--- config.mk ---
export PLATFORM = sky130hd
export DESIGN_NAME = ptp_msg_cfg
export DESIGN_NICKNAME = d
export VERILOG_FILES = /design/src/core/ptp_cfg_pkg.sv /design/src/core/ptp_msg_cfg.sv
export SDC_FILE = /design/constraint.sdc
export NUM_CORES = 1
export LEC_CHECK = 0
export ABC_CLOCK_PERIOD_IN_PS = 5600
export BUFFER_PORTS_ARGS = -buffer_cell sky130_fd_sc_hd__buf_4
export CAP_MARGIN = 10
export CORE_MARGIN = 2
export CORE_UTILIZATION = 40
export CTS_CLUSTER_SIZE = 28
export DETAILED_ROUTE_END_ITERATION = 10
export PLACE_DENSITY = 0.73
export SYNTH_ARGS = -nofsm -noshare
export SYNTH_HDL_FRONTEND = slang
export SYNTH_SLANG_ARGS = --single-unit
--- constraint.sdc ---
create_clock -name i_clk -period 5.6 [get_ports i_clk]
set_clock_uncertainty 0.2 [all_clocks]
set_input_delay 0.56 -clock i_clk [delete_from_list [all_inputs] [get_ports i_clk]]
set_output_delay 0.56 -clock i_clk [all_outputs]
set_load 0.005 [all_outputs]
--- src/core/ptp_cfg_pkg.sv ---
`default_nettype none
package ptp_cfg_pkg;
  // ****************************************************
  // widths and types
  // ****************************************************
  localparam int ADDR_W = 12;
  localparam int DATA_W = 16;
  typedef logic [ADDR_W-1:0] addr_t;
  typedef logic [DATA_W-1:0] word_t;
  typedef logic [3:0] msg_code_t;
  typedef logic [2:0] port_mask_t;
  typedef logic [1:0] port_id_t;
  typedef logic [1:0] encap_t;
  typedef logic [1:0] byte_en_t;

  // ****************************************************
  // register map
  // ****************************************************
  localparam addr_t CFG1_ADDR = 12'h620;
  localparam addr_t CFG2_ADDR = 12'h622;
  localparam word_t CFG1_RESET = 16'h0059;
  localparam word_t CFG2_RESET = 16'h0400;
  localparam word_t CFG1_WMASK = 16'h00ff;
  localparam word_t CFG2_WMASK = 16'h1f80;
  localparam word_t LOW_BYTE = 16'h00ff;
  localparam word_t HIGH_BYTE = 16'hff00;
  localparam word_t ZERO_WORD = 16'h0000;

  // first register fields
  localparam int GPTP_BIT = 7;
  localparam int PTP_EN_BIT = 6;
  localparam int ETH_DET_BIT = 5;
  localparam int IPV4_DET_BIT = 4;
  localparam int IPV6_DET_BIT = 3;
  localparam int P2P_BIT = 2;
  localparam int MASTER_BIT = 1;
  localparam int ONE_STEP_BIT = 0;
  // second register fields
  localparam int UCAST_BIT = 12;
  localparam int ALT_MASTER_BIT = 11;
  localparam int PRIO_ALL_BIT = 10;
  localparam int FUP_CHK_BIT = 9;
  localparam int DRESP_CHK_BIT = 8;
  localparam int PDRESP_CHK_BIT = 7;

  // ****************************************************
  // packet classification codes
  // ****************************************************
  localparam logic [15:0] UDP_EVENT_PORT = 16'h013f;
  localparam logic [15:0] UDP_GENERAL_PORT = 16'h0140;
  localparam msg_code_t MSG_SYNC = 4'h0;
  localparam msg_code_t MSG_DREQ = 4'h1;
  localparam msg_code_t MSG_PDRESP = 4'h3;
  localparam msg_code_t MSG_FUP = 4'h8;
  localparam msg_code_t MSG_DRESP = 4'h9;
  localparam msg_code_t MSG_PDRESP_FUP = 4'ha;
  localparam int MSG_GENERAL_BIT = 3;
  localparam encap_t ENC_ETH = 2'h1;
  localparam encap_t ENC_IPV4 = 2'h2;
  localparam encap_t ENC_IPV6 = 2'h3;
  localparam port_id_t SRC_P1 = 2'h1;
  localparam port_id_t SRC_P2 = 2'h2;
  localparam port_id_t SRC_P3 = 2'h3;
  localparam port_mask_t MASK_NONE = 3'h0;
  localparam port_mask_t MASK_P1 = 3'h1;
  localparam port_mask_t MASK_P2 = 3'h2;
  localparam port_mask_t MASK_P3 = 3'h4;
  localparam int P3_IDX = 2;
endpackage
`default_nettype wire

--- src/core/ptp_msg_cfg.sv ---
`timescale 1ns/1ps
`default_nettype none
// Functional notes
// - general timing profile bit sends every multicast timing packet from a line port to port 3.
// - timing protocol mode bit enables timing handling; reset value one.
// - ethernet encapsulation detected only while its enable bit is set.
// - ipv4/udp encapsulation detected only while its enable bit is set.
// - ipv6/udp encapsulation detected only while its enable bit is set.
// - transparent clock is peer-to-peer when set, end-to-end when clear.
// - port 3 acts as master when set, slave when clear.
// - one-step operation when set (reset), two-step when clear.
// - unicast enabled: udp 319/320 to non-reserved address is unicast timing.
// - unicast timing traffic is forwarded by ordinary table lookup.
// - unicast disabled: only multicast timing packets are recognised.
// - alternate master: same-domain master messages cross to other line port.
// - no alternate master: sync never crosses between line ports.
// - no alternate master: same-domain delay request from a master kept off port 3.
// - priority bit puts all timing messages in top queue, else events only.
// - follow-up checking associates follow-up with sync, port 3 only.
// - delay response checking: match to port 3, else to line port.
// - peer delay response checking: only matches reach port 3.
module ptp_msg_cfg (
  input wire logic i_clk,
  input wire logic i_reset,
  input wire ptp_cfg_pkg::addr_t i_addr,
  input wire logic i_wr,
  input wire logic i_rd,
  input wire ptp_cfg_pkg::byte_en_t i_be,
  input wire ptp_cfg_pkg::word_t i_wdata,
  output var ptp_cfg_pkg::word_t o_rdata,
  output logic o_rvalid,
  input wire logic i_pkt_valid,
  input wire ptp_cfg_pkg::encap_t i_pkt_encap,
  input wire logic i_pkt_reserved_addr,
  input wire logic [15:0] i_pkt_udp_dport,
  input wire ptp_cfg_pkg::msg_code_t i_pkt_msg_type,
  input wire ptp_cfg_pkg::port_id_t i_pkt_src_port,
  input wire logic i_pkt_same_domain,
  input wire logic i_pkt_from_master,
  input wire logic i_pkt_assoc_match,
  output logic o_dec_valid,
  output logic o_is_timing,
  output logic o_use_table,
  output var ptp_cfg_pkg::port_mask_t o_fwd_mask,
  output logic o_drop,
  output logic o_hi_queue,
  output logic o_ptp_enable,
  output logic o_tc_p2p,
  output logic o_port3_master,
  output logic o_one_step
);
  import ptp_cfg_pkg::*;

  word_t cfg1_reg;
  word_t cfg2_reg;
  word_t rdata_reg;
  logic rvalid_reg;
  word_t be_mask;
  logic sel1;
  logic sel2;

  // ****************************************************
  // host register access
  // ****************************************************
  assign be_mask = (i_be[0] ? LOW_BYTE : ZERO_WORD) |
                   (i_be[1] ? HIGH_BYTE : ZERO_WORD);
  // halfword access: address bit 0 is ignored
  assign sel1 = (i_addr[ADDR_W-1:1] == CFG1_ADDR[ADDR_W-1:1]);
  assign sel2 = (i_addr[ADDR_W-1:1] == CFG2_ADDR[ADDR_W-1:1]);

  always_ff @(posedge i_clk or posedge i_reset) begin
    if (i_reset) begin
      cfg1_reg <= CFG1_RESET;
    end else if (i_wr && sel1) begin
      cfg1_reg <= ((cfg1_reg & ~be_mask) | (i_wdata & be_mask))
                  & CFG1_WMASK;
    end
  end

  always_ff @(posedge i_clk or posedge i_reset) begin
    if (i_reset) begin
      cfg2_reg <= CFG2_RESET;
    end else if (i_wr && sel2) begin
      cfg2_reg <= ((cfg2_reg & ~be_mask) | (i_wdata & be_mask))
                  & CFG2_WMASK;
    end
  end

  // unmapped reads answer zero
  always_ff @(posedge i_clk or posedge i_reset) begin
    if (i_reset) begin
      rdata_reg <= ZERO_WORD;
      rvalid_reg <= 1'b0;
    end else begin
      rvalid_reg <= i_rd;
      if (i_rd) begin
        rdata_reg <= sel1 ? cfg1_reg : (sel2 ? cfg2_reg : ZERO_WORD);
      end
    end
  end

  assign o_rdata = rdata_reg;
  assign o_rvalid = rvalid_reg;
  assign o_ptp_enable = cfg1_reg[PTP_EN_BIT];
  assign o_tc_p2p = cfg1_reg[P2P_BIT];
  assign o_port3_master = cfg1_reg[MASTER_BIT];
  assign o_one_step = cfg1_reg[ONE_STEP_BIT];

  // ****************************************************
  // per-packet forwarding decision
  // ****************************************************
  logic enc_ok;
  logic ucast_c;
  logic timing_c;
  logic line_path;
  logic same_c;
  port_mask_t other_line;
  port_mask_t mask_c;

  always_comb begin
    enc_ok = 1'b0;
    if (i_pkt_encap == ENC_ETH) begin
      enc_ok = cfg1_reg[ETH_DET_BIT];
    end else if (i_pkt_encap == ENC_IPV4) begin
      enc_ok = cfg1_reg[IPV4_DET_BIT];
    end else if (i_pkt_encap == ENC_IPV6) begin
      enc_ok = cfg1_reg[IPV6_DET_BIT];
    end
  end

  // only ip frames carry a udp port to test
  assign ucast_c = cfg2_reg[UCAST_BIT] && !i_pkt_reserved_addr &&
                   (i_pkt_encap == ENC_IPV4 || i_pkt_encap == ENC_IPV6) &&
                   (i_pkt_udp_dport == UDP_EVENT_PORT ||
                    i_pkt_udp_dport == UDP_GENERAL_PORT);
  assign timing_c = cfg1_reg[PTP_EN_BIT] && enc_ok &&
                    (i_pkt_reserved_addr || ucast_c);
  assign line_path = timing_c && !ucast_c && i_pkt_src_port != SRC_P3;
  assign same_c = i_pkt_same_domain && i_pkt_from_master;
  assign other_line = (i_pkt_src_port == SRC_P1) ? MASK_P2 : MASK_P1;

  always_comb begin
    mask_c = MASK_NONE;
    if (!timing_c || ucast_c) begin
      mask_c = MASK_NONE;
    end else if (i_pkt_src_port == SRC_P3) begin
      mask_c = MASK_P1 | MASK_P2;
    end else if (cfg1_reg[GPTP_BIT]) begin
      mask_c = MASK_P3;
    end else begin
      mask_c = MASK_P3;
      unique case (i_pkt_msg_type)
        MSG_SYNC: begin
          // sync crosses only with alternate master
          if (cfg2_reg[ALT_MASTER_BIT] && same_c) begin
            mask_c = MASK_P3 | other_line;
          end
        end
        MSG_FUP: begin
          if (cfg2_reg[ALT_MASTER_BIT] && same_c) begin
            mask_c = MASK_P3 | other_line;
          end
          if (cfg2_reg[FUP_CHK_BIT] && !i_pkt_assoc_match) begin
            mask_c[P3_IDX] = 1'b0;
          end
        end
        MSG_DREQ: begin
          if (cfg2_reg[ALT_MASTER_BIT]) begin
            if (same_c) begin
              mask_c = MASK_P3 | other_line;
            end
          end else if (same_c) begin
            // dropped outright rather than only kept off port 3
            mask_c = MASK_NONE;
          end else if (!i_pkt_same_domain) begin
            mask_c = other_line;
          end
        end
        MSG_DRESP: begin
          if (cfg2_reg[ALT_MASTER_BIT] && same_c) begin
            mask_c = MASK_P3 | other_line;
          end
          if (cfg2_reg[DRESP_CHK_BIT]) begin
            mask_c = i_pkt_assoc_match ? MASK_P3 : other_line;
          end
        end
        MSG_PDRESP, MSG_PDRESP_FUP: begin
          if (cfg2_reg[PDRESP_CHK_BIT] && !i_pkt_assoc_match) begin
            mask_c = MASK_NONE;
          end
        end
        default: begin
          mask_c = MASK_P3;
        end
      endcase
    end
  end

  always_ff @(posedge i_clk or posedge i_reset) begin
    if (i_reset) begin
      o_dec_valid <= 1'b0;
      o_is_timing <= 1'b0;
      o_use_table <= 1'b0;
      o_fwd_mask <= MASK_NONE;
      o_drop <= 1'b0;
      o_hi_queue <= 1'b0;
    end else begin
      o_dec_valid <= i_pkt_valid;
      if (i_pkt_valid) begin
        o_is_timing <= timing_c;
        o_use_table <= !timing_c || ucast_c;
        o_fwd_mask <= mask_c;
        o_drop <= timing_c && !ucast_c && mask_c == MASK_NONE;
        // event messages carry a clear top type bit
        o_hi_queue <= timing_c && (cfg2_reg[PRIO_ALL_BIT] ||
                      !i_pkt_msg_type[MSG_GENERAL_BIT]);
      end
    end
  end
endmodule
`default_nettype wire

* After elaboration in Yosys (flattened, before gate mapping) *
Cells that the tools add are included.

storage, ports and cells
  register bits = 39
  logic and storage cells = 79

cells by class
  bitwise gates (word level) = 7
  equal/unequal tests = 14
  muxes and demuxes = 21
  reductions and logical operators = 27

operator list
  operator                                                           number
  13-bit two-way mux                                                 3
  16-bit by 9-bit == test with 1-bit output, second input constant   2
  3-bit two-way mux                                                  9
  13-bit AND                                                         2
  11-bit by 10-bit == test with 1-bit output, second input constant  2
  3-bit one-hot mux with 5 select lines                              1
  1-bit logical AND                                                  14
  13-bit inverter                                                    1
  13-bit bitwise OR                                                  1
  8-bit by 13-bit bitwise OR with 13-bit output                      1
  4-bit == test, second input constant                               3
  8-bit AND                                                          1
  8-bit two-way mux                                                  1
  8-bit bitwise OR                                                   1
  2-bit == test, second input constant                               3
  2-bit two-way mux                                                  3
  1-bit logical NOT                                                  5
  1-bit logical OR                                                   5
  2-bit by 1-bit == test with 1-bit output, second input constant    2
  4-bit by 1-bit == test with 1-bit output, second input constant    1
  4-bit by 2-bit == test with 1-bit output, second input constant    1
  4-bit logical NOT                                                  1
  1-bit two-way mux                                                  4
  3-bit logical NOT                                                  1
  2-bit OR reduction                                                 1

* Logic depth before layout (Yosys ltp) *
Gate-level depths: netlist of the first run.

  depth in word-level cells = 11
  depth in mapped cells = 5
  depth with buffers taken out = 5

* Worst setup path before layout of the first run *
Ideal clock, no wire load.

  path type = input port to flip-flop
  from = input port i_addr[2]
  to = register with a tool-made name
  arrival time = 1.865 ns
  buffers on the path = 0
  setup slack = 3.410 ns
  setup time = 0.125 ns
  required time = 5.275 ns
  cell stages on the path = 5
  cell sequence = nor4_1 -> and4b_2 -> nand2_2 -> nor3b_4 -> mux2_2

RTL lines
  what             line               text
  start, declared  ptp_msg_cfg.sv:25  input wire ptp_cfg_pkg::addr_t i_addr,

==> metrics.txt, run 1 <==
outcome finished clean; H-tree levels 2; reg-to-reg slack, setup 3.47 ns; worst slew pin tran 0.600 ns; nets 294; leakage power 0.00122 uW; Worst-Skew Late Latency 0.29 ns; RSZ-0062 raised after global routing no; met1 Track Usage GR 24.5%; worst hold path class input port to asynchronous set/reset pin; Ports 92; Worst Path Max Fanout 8; # port buffers 84; Cells after Synth 141; Area growth syn-to-layout 47.1%; routed vias/inst 5.04; initial antenna violation count 0; CTS tree yes; grt ovf 0; HPWL Detailed 3190 microns; Clock Sinks 36; Pwr Total 515 uW; CP bufs+invs 1; layout cell share with drive strength beyond 1 49.6%; Stages on worst setup path 6; max cap viols 0; Max Clk Rate 454 MHz; Crit path largest cell delay 0.44 ns; mapped cell area 0.00166 sq mm; Peak VDD IR 0.169 mV; Die Area 0.00468 sq mm; first-pass GRT wire length 6310 microns; post-layout util 61.1%; Seq/Total Area, Yosys 54.6%; Critical R2R Capture o_drop$_DFFE_PP0P_; worst reg2reg path depth 5; largest net degree at the start of global routing 37; M2 GR Usage 28.2%; Startpoint Class input port; Yosys reg bits 36; Worst-path clk slew 0.07 ns; critical setup path kind input port to register; Core Area 0.00400 sq mm; CP max-delay cell nor3b_4; Final Hold Vio Count 0; endpoint class of the critical path register; setup TNS 0 ns; internal power 406 uW; fin. max-slew vios 0; Slew HR 59.9%; floorplan row count 23; Net Sw Power 108 uW; Num CTS Buffers 5; Sw Share 21.1%; CP startpoint i_addr[8]; first-iteration detailed-routing DRC count 79; drt wl/cell 14.7 microns; Mean Syn Cell Area 11.8 sq um; DIE WIDTH 68.4 microns; Initial Util 41.5%; First-pass DRT Iterations 4; CTS Hold Buffers Added 0; via count 1,420; ANT nets after route 0; period utilization 39.4%; Die Y 68.4 microns; global-route usage over all layers 18.7%; GPL Wtd Cong 0.676; Netlist cell types 39; clock power share 38.5%; Sequential Power Share 50.9%; post-layout min period 2.21 ns; Root Driver clkbuf_8; CP cell instances buf_4 -> nor4bb_1 -> and4b_2 -> nand2_2 -> nor3b_4 -> mux2_2; DR DRC count 0; endpoints failing setup 0; delay-heaviest family, CP simple AND/OR/NAND/NOR gates; Post-CTS Setup Bufs 0; Pwr Density 211 mW/mm^2; total wire length 4150 microns; Syn. warnings 0; combinational share of power 10.5%; Longest Clk Path Bufs 2; met3 Usage GRT 7.24%; antenna diode count 0; crit path DAT 2.17 ns; vias in the first global route 1,376; GR peak layer met2; post_cts resized 0; CP required 5.57 ns
[synth_stat cells (all sizes together)]
library cell / instances / area, sq um
nand3b: 1 / 7.51
and4b: 2 / 21.3
dfstp: 5 / 131
nand2: 10 / 40.0
nor4b: 3 / 26.3
a21oi: 2 / 10.0
a2111oi: 2 / 17.5
mux2: 15 / 169
o21ai: 4 / 20.0
nor3b: 2 / 26.3
o221ai: 1 / 8.76
o2bb2ai: 1 / 8.76
mux2i: 3 / 30.0
clkbuf: 1 / 3.75
o211ai: 2 / 15.0
nor4: 2 / 12.5
o32ai: 1 / 8.76
nor2: 10 / 37.5
o21bai: 1 / 7.51
a22o: 13 / 114
buf: 3 / 22.5
nor4bb: 1 / 10.0
conb: 1 / 3.75
nand4: 3 / 18.8
and3: 2 / 12.5
dfrtp: 31 / 776
nor2b: 1 / 6.26
a32o: 1 / 10.0
nor3: 2 / 10.0
nand2b: 2 / 12.5
and2: 1 / 6.26
or3: 1 / 6.26
o2111ai: 1 / 8.76
nand3: 1 / 5.00
o22ai: 1 / 6.26
inv: 8 / 30.0
[through the flow]
| stage | cell area [sq um] | std cells | worst slack (ns) | hold slack, ns |
|---|---|---|---|---|
| floorplan | 1670 | 143 | 3.41 | 0.273 |
| global placement | 2340 | 274 | 3.10 | 0.279 |
| detailed placement | 2340 | 274 | 3.04 | 0.281 |
| CTS | 2440 | 282 | 3.35 | 0.186 |
| global route | 2440 | 282 | 3.27 | 0.195 |
| finish | 2440 | 282 | 3.39 | 0.171 |
[cell usage in the layout, fill, tap and decap left out, drive strengths merged, types with 2 or more instances in the layout]
master,n
mux2i,3
clkbuf,8
o21ai,4
nor3b,2
buf,85
and4b,2
dfrtp,31
nor4,2
o211ai,2
a2111oi,2
mux2,15
nand2b,2
conb,3
nor2,10
nor3,2
nand2,10
dfstp,5
and3,2
a22o,13
inv,8
nand4,3
nor4b,3
a21oi,2
[kinds of logic after synthesis]
group / synth area share (%)
AND/OR/NAND/NOR: 15.6
multiplexers: 12.0
AO/OA/AOI/OAI: 14.2
other: 0.226
flip-flops: 54.6
buffers and inverters: 3.39
[power groups by stage]
stage               sequential (uW)  combinational (uW)  clock, uW
global placement                267                53.6          0
floorplan                       267                15.5          0
CTS                             262                54.9        205
global route                    262                59.6        217
detailed placement              267                54.5          0
finish                          262                54.3        198
[worst min path at each step]
stage | cells after the start | from | slack [ns] | end
after floorplan | 1 | register | 0.27 | o_rdata[12]$_DFFE_PP0P_
after global placement | 1 | o_hi_queue$_DFFE_PP0P_ | 0.28 | o_hi_queue$_DFFE_PP0P_
after detailed placement | 1 | o_hi_queue$_DFFE_PP0P_ | 0.28 | o_hi_queue$_DFFE_PP0P_
after CTS | 3 | i_reset | 0.19 | asynchronous set/reset pin
after global routing | 1 | i_rd | 0.20 | o_rvalid$_DFF_PP0_
final | 3 | i_reset | 0.17 | o_rdata[10]$_DFFE_PP0P_
[cell type report]
type | count | area, sq um
multi-input cells | 95 | 704
fillers | 351 | 1560
flip-flops and latches | 36 | 907
clock buffers | 8 | 100
well taps | 50 | 62.6
inverters | 8 | 30.0
repair buffers | 85 | 638
[tightest hold or removal path: cells and delay by family]
family | cells | cell delay, ns
buf+inv | 3 | 0.53
[routing by layer]
metal / vias to the layer above / share of wire, % / wire length, microns
li1: 703 / - / -
met1: 651 / 43 / 1760
met2: 61 / 47 / 1930
met3: 5 / 9.6 / 397
met4: 0 / 1.3 / 55
met5: - / 0 / 0
(Power assumes the default switching activity.)
==> inputs of run 2 (changes only) <==
--- a/config.mk
+++ b/config.mk
@@ -5,14 +5,15 @@
 export SDC_FILE = /design/constraint.sdc
 export NUM_CORES = 1
 export LEC_CHECK = 0
-export ABC_CLOCK_PERIOD_IN_PS = 5600
+export ABC_AREA = 1
+export ABC_CLOCK_PERIOD_IN_PS = 2300
 export BUFFER_PORTS_ARGS = -buffer_cell sky130_fd_sc_hd__buf_4
 export CAP_MARGIN = 10
 export CORE_MARGIN = 2
 export CORE_UTILIZATION = 40
 export CTS_CLUSTER_SIZE = 28
 export DETAILED_ROUTE_END_ITERATION = 10
-export PLACE_DENSITY = 0.73
+export PLACE_DENSITY = 0.71
 export SYNTH_ARGS = -nofsm -noshare
 export SYNTH_HDL_FRONTEND = slang
 export SYNTH_SLANG_ARGS = --single-unit
==> constraint.sdc (replaced) <==
create_clock -name i_clk -period 2.3 [get_ports i_clk]
set_clock_uncertainty 0.2 [all_clocks]
set_input_delay 0.23 -clock i_clk [delete_from_list [all_inputs] [get_ports i_clk]]
set_output_delay 0.23 -clock i_clk [all_outputs]
set_load 0.005 [all_outputs]
==> metrics.txt, run 2 <==
vias in the first global route 1,768; post_cts resized 0; ANT nets after route 0; # port buffers 84; combinational share of power 13.8%; Core Area 0.00441 sq mm; leakage power 0.00149 uW; outcome finished clean; critical setup path kind input port to register; synth top area cells dfrtp_1 42%, nand2_1 16%, dfstp_2 7.1%; Synth top cells by count 78 x nand2_1, 35 x inv_1, 31 x dfrtp_1; DIE WIDTH 72.1 microns; max cap viols 0; RSZ-0062 raised after global routing no; Post-CTS Setup Bufs 0; Area growth syn-to-layout 47.4%; Pwr Density 457 mW/mm^2; routed vias/inst 4.67; first-iteration detailed-routing DRC count 78; Sequential Power Share 51.1%; layout cell share with drive strength beyond 1 32.3%; Fillers 435; Worst-path clk slew 0.06 ns; endpoints failing setup 0; DR DRC count 0; post-layout util 62.0%; Seq/Total Area, Yosys 48.9%; Yosys top cell by area dfrtp_1; Die Y 72.1 microns; Ports 92; clock power share 35.1%; Longest Clk Path Bufs 2; floorplan row count 24; post-synth top area share 41.8%; Netlist cell types 22; setup TNS 0 ns; first-pass GRT wire length 7560 microns; CP required 2.25 ns; Clock Sinks 36; period utilization 74.5%; Peak VDD IR 0.298 mV; total wire length 4420 microns; Initial Util 42.0%; Reg area 907 sq um; CTS tree yes; grt ovf 0; drt wl/cell 11.3 microns; commonest non-fill, non-tap cell in the layout buf_4; First-pass DRT Iterations 4; Worst Path Max Fanout 15; global-route usage over all layers 18.3%; area of the multi-input gates 793 sq um; largest net degree at the start of global routing 37; leading cell types in the layout, fill and taps excluded 85 x buf_4, 78 x nand2_1, 35 x inv_1; nets 399; Highest Signal Layer met4; share of flip-flops with an asynchronous set or reset 100%; worst hold path class input port to register; Fin Hold WS 0.0182 ns; CTS Hold Buffers Added 11; GPL Wtd Cong 0.807; endpoint class of the critical path register; antenna diode count 0; Syn. warnings 0; Mean Syn Cell Area 7.86 sq um; met1 wire length 1830 microns; dominant register cell in the synthesized netlist dfrtp_1; post-layout min period 1.71 ns; Max Clk Rate 583 MHz; met2 wire length 2210 microns; mapped cell area 0.00186 sq mm; Startpoint Class input port; internal power 977 uW; number of synthesized flops with an enable pin 0; routed wl met3 294 microns; Num CTS Buffers 5; HPWL Detailed 3340 microns; H-tree levels 2; Root Driver clkbuf_8; Final Hold Vio Count 0; crit path DAT 1.67 ns; Net Sw Power 273 uW; Yosys reg bits 36; most frequent cell after synthesis nand2_1; Sw Share 21.8%; Die Area 0.00520 sq mm; Cells after Synth 236; fin. max-slew vios 0; initial antenna violation count 0; via count 1,816; Worst-Skew Late Latency 0.27 ns
run 2: path summary, 6_finish.rpt:
path                                        start                         end  slack (ns)  depth (start not counted)
max in group asynchronous                 i_reset  asynchronous set/reset pin        1.13                          4
min                                   i_wdata[11]                    register        0.02                          3
min in group asynchronous                 i_reset      o_rdata[4]$_DFFE_PP0P_        0.43                          4
max                                          i_rd     o_rdata[12]$_DFFE_PP0P_        0.59                          5
max reg2reg                              register   o_fwd_mask[2]$_DFFE_PP0P_        0.72                          8
min reg2reg                o_rdata[6]$_DFFE_PP0P_      o_rdata[6]$_DFFE_PP0P_        0.29                          2
run 2: stage by stage:
step / std cells / cell area (sq um) / setup WS, ns / total power, uW
CTS: 389 / 2740 / 0.590 / 1260
finish: 389 / 2740 / 0.586 / 1250
global placement: 370 / 2530 / 0.681 / 804
floorplan: 238 / 1860 / 0.840 / 709
detailed placement: 370 / 2530 / 0.651 / 808
global route: 389 / 2740 / 0.509 / 1320
run 2: area by class of cell:
cell class	instances	area share [%]
multi-input combinational	162	29.0
tap	52	2.38
timing repair buffer	96	27.4
inverter	35	4.80
sequential	36	33.2
clock buffer	8	3.29
run 2: per-layer routing:
metal / GRT usage, % / vias up
met5: 0 / -
met4: 6.08 / 0
met3: 3.89 / 6
met2: 33.3 / 57
met1: 21.3 / 813
li1: - / 940
run 2: cell families (layout without fill, tap and decap cells):
kind of cell	Yosys count	in the layout	synth area share (%)
AOI/OAI and AO/OA	25	25	7.96
buffers and inverters	40	139	8.77
DFF	36	36	48.9
muxes	7	7	4.25
other	1	3	0.202
and+or+nand+nor	127	127	29.9
run 2: power groups by stage:
stage | combinational [uW] | sequential, uW | clock [uW]
detailed placement | 158 | 650 | 0
CTS | 174 | 638 | 450
global route | 193 | 638 | 485
floorplan | 59.3 | 650 | 0
finish | 172 | 638 | 439
global placement | 154 | 650 | 0
run 2: critical path, cell delays in order:
cell,delay (ns)
dlygate4sd3_1,0.54
buf_4,0.17
inv_1,0.36
nor2_2,0.16
a22o_1,0.21
==> inputs of run 3 (changes only) <==
--- a/config.mk
+++ b/config.mk
@@ -6,7 +6,7 @@
 export NUM_CORES = 1
 export LEC_CHECK = 0
 export ABC_AREA = 1
-export ABC_CLOCK_PERIOD_IN_PS = 2300
+export ABC_CLOCK_PERIOD_IN_PS = 1600
 export BUFFER_PORTS_ARGS = -buffer_cell sky130_fd_sc_hd__buf_4
 export CAP_MARGIN = 10
 export CORE_MARGIN = 2
==> constraint.sdc (replaced) <==
create_clock -name i_clk -period 1.6 [get_ports i_clk]
set_clock_uncertainty 0.2 [all_clocks]
set_input_delay 0.16 -clock i_clk [delete_from_list [all_inputs] [get_ports i_clk]]
set_output_delay 0.16 -clock i_clk [all_outputs]
set_load 0.005 [all_outputs]
==> metrics.txt, run 3 (same netlist as run 2, synthesis figures left out) <==
outcome finished clean; Placed Cells 371; Worst Path Max Fanout 4; global-route usage over all layers 18.8%; Longest Clk Path Bufs 2; CP most frequent cell nand3_1; First-pass DRT Iterations 5; Final Hold Vio Count 0; Max Clk Rate 674 MHz; vias in the first global route 1,843; ANT nets after route 0; # port buffers 84; first-pass GRT wire length 7820 microns; reg-to-reg slack, setup 0.12 ns; leading cell types in the layout, fill and taps excluded 92 x buf_4, 78 x nand2_1, 32 x inv_1; routed wl met3 328 microns; delay-heaviest family, CP flip-flops; largest net degree at the start of global routing 37; end of the critical path o_fwd_mask[2]$_DFFE_PP0P_; nets 412; crit path DAT 1.49 ns; Critical R2R Capture o_fwd_mask[2]$_DFFE_PP0P_; grt ovf 0; CP max-delay cell dfstp_2; Num CTS Buffers 5; Peak VDD IR 0.390 mV; fin. max-slew vios 0; commonest non-fill, non-tap cell in the layout buf_4; first-iteration detailed-routing DRC count 96; Highest Signal Layer met4; HPWL Detailed 3340 microns; endpoint class of the critical path register; GPL Wtd Cong 0.804; antenna diode count 0; via count 1,883; CP bufs+invs 2; Die Y 72.1 microns; Clock Sinks 36; Pwr Density 638 mW/mm^2; CP required 1.61 ns; max cap viols 0; routed vias/inst 4.68; Crit path largest cell delay 0.54 ns; CTS tree yes; CP cell instances nand3_1 -> nand3_1 -> nand2_1 -> inv_2 -> nand3_4 -> nor2_4 -> inv_1 -> o21ai_1; period utilization 92.8%; Die Area 0.00520 sq mm; DR DRC count 0; Stages on worst setup path 8; layout cell share with drive strength beyond 1 35.4%; H-tree levels 2; Non-Filler Instances 402; Worst-path clk slew 0.07 ns; worst reg2reg path depth 8; endpoints failing setup 0; DIE WIDTH 72.1 microns; Area growth syn-to-layout 55.2%; leakage power 0.00154 uW; Initial Util 42.0%; worst hold path class input port to register; total wire length 4690 microns; Startpoint Class register; drt wl/cell 11.7 microns; critical setup path kind register to register; post-layout min period 1.48 ns; initial antenna violation count 0; hold path startpoint i_pkt_src_port[1]; Root Driver clkbuf_8; floorplan row count 24; Ports 92; post-layout util 65.2%; Core Area 0.00441 sq mm; Worst-Skew Late Latency 0.28 ns; met2 wire length 2400 microns; met1 wire length 1880 microns
## run 3: through the flow
step	worst slack, ns	instance area [sq um]	hold WS [ns]	TNS, ns	total power, uW
2_1_floorplan	0.140	1860	-0.00857	0	1020
4_1_cts	0.0329	2800	0.0328	0	1850
3_3_place_gp	0.0279	2540	0.0964	0	1160
6_report	0.116	2880	0.0242	0	1840
3_5_place_dp	-0.0233	2540	0.103	-0.0233	1160
5_1_grt	-0.000675	2880	0.0648	-0.000675	1930
## run 3: how the worst min path moves through the flow
stage | to | slack (ns) | cells after the start
floorplan | o_dec_valid$_DFF_PP0_ | -0.009 | 0
global placement | o_rdata[4]$_DFFE_PP0P_ | 0.1 | 3
detailed placement | o_dec_valid$_DFF_PP0_ | 0.10 | 3
CTS | o_is_timing$_DFFE_PP0P_ | 0.03 | 5
global route | o_fwd_mask[2]$_DFFE_PP0P_ | 0.06 | 4
finish | o_fwd_mask[2]$_DFFE_PP0P_ | 0.02 | 4
## run 3: layout make-up
class / count / area, sq um
multi-input combinational: 162 / 820
tap: 52 / 65.1
clock buffer: 8 / 90.1
fill: 409 / 1540
timing repair buffer: 109 / 862
sequential: 36 / 907
inverter: 35 / 135
## run 3: repair_timing
| action | 4_1_cts | 5_1_grt |
|---|---|---|
| hold buffers | 16 | 0 |
| resized for setup | 1 | 11 |
| buffers inserted | 0 | 7 |
| endpoints found under the setup margin | 2 | 4 |
| endpoints found under the hold margin | 52 | 0 |
| cloned | 0 | 0 |
| pin swaps | 0 | 2 |
## run 3: worst min-delay path, stage by stage
cell,delay (ns)
buf_4,0.08
nand2_1,0.08
o21ai_0,0.09
o21ai_1,0.07
## run 3: metal layers
| metal | vias up | track usage [%] |
|---|---|---|
| met2 | 68 | 34.6 |
| met5 | - | 0 |
| met4 | 0 | 7.97 |
| li1 | 963 | - |
| met1 | 844 | 21.5 |
| met3 | 8 | 3.06 |
## run 3: power by group
| part | internal (uW) | leakage [uW] | total (uW) | switching (uW) |
|---|---|---|---|---|
| combinational | 152 | 0.00102 | 269 | 116 |
| clock | 351 | 0.0000455 | 650 | 299 |
| sequential | 915 | 0.000475 | 917 | 2.10 |
| total | 1420 | 0.00154 | 1840 | 417 |
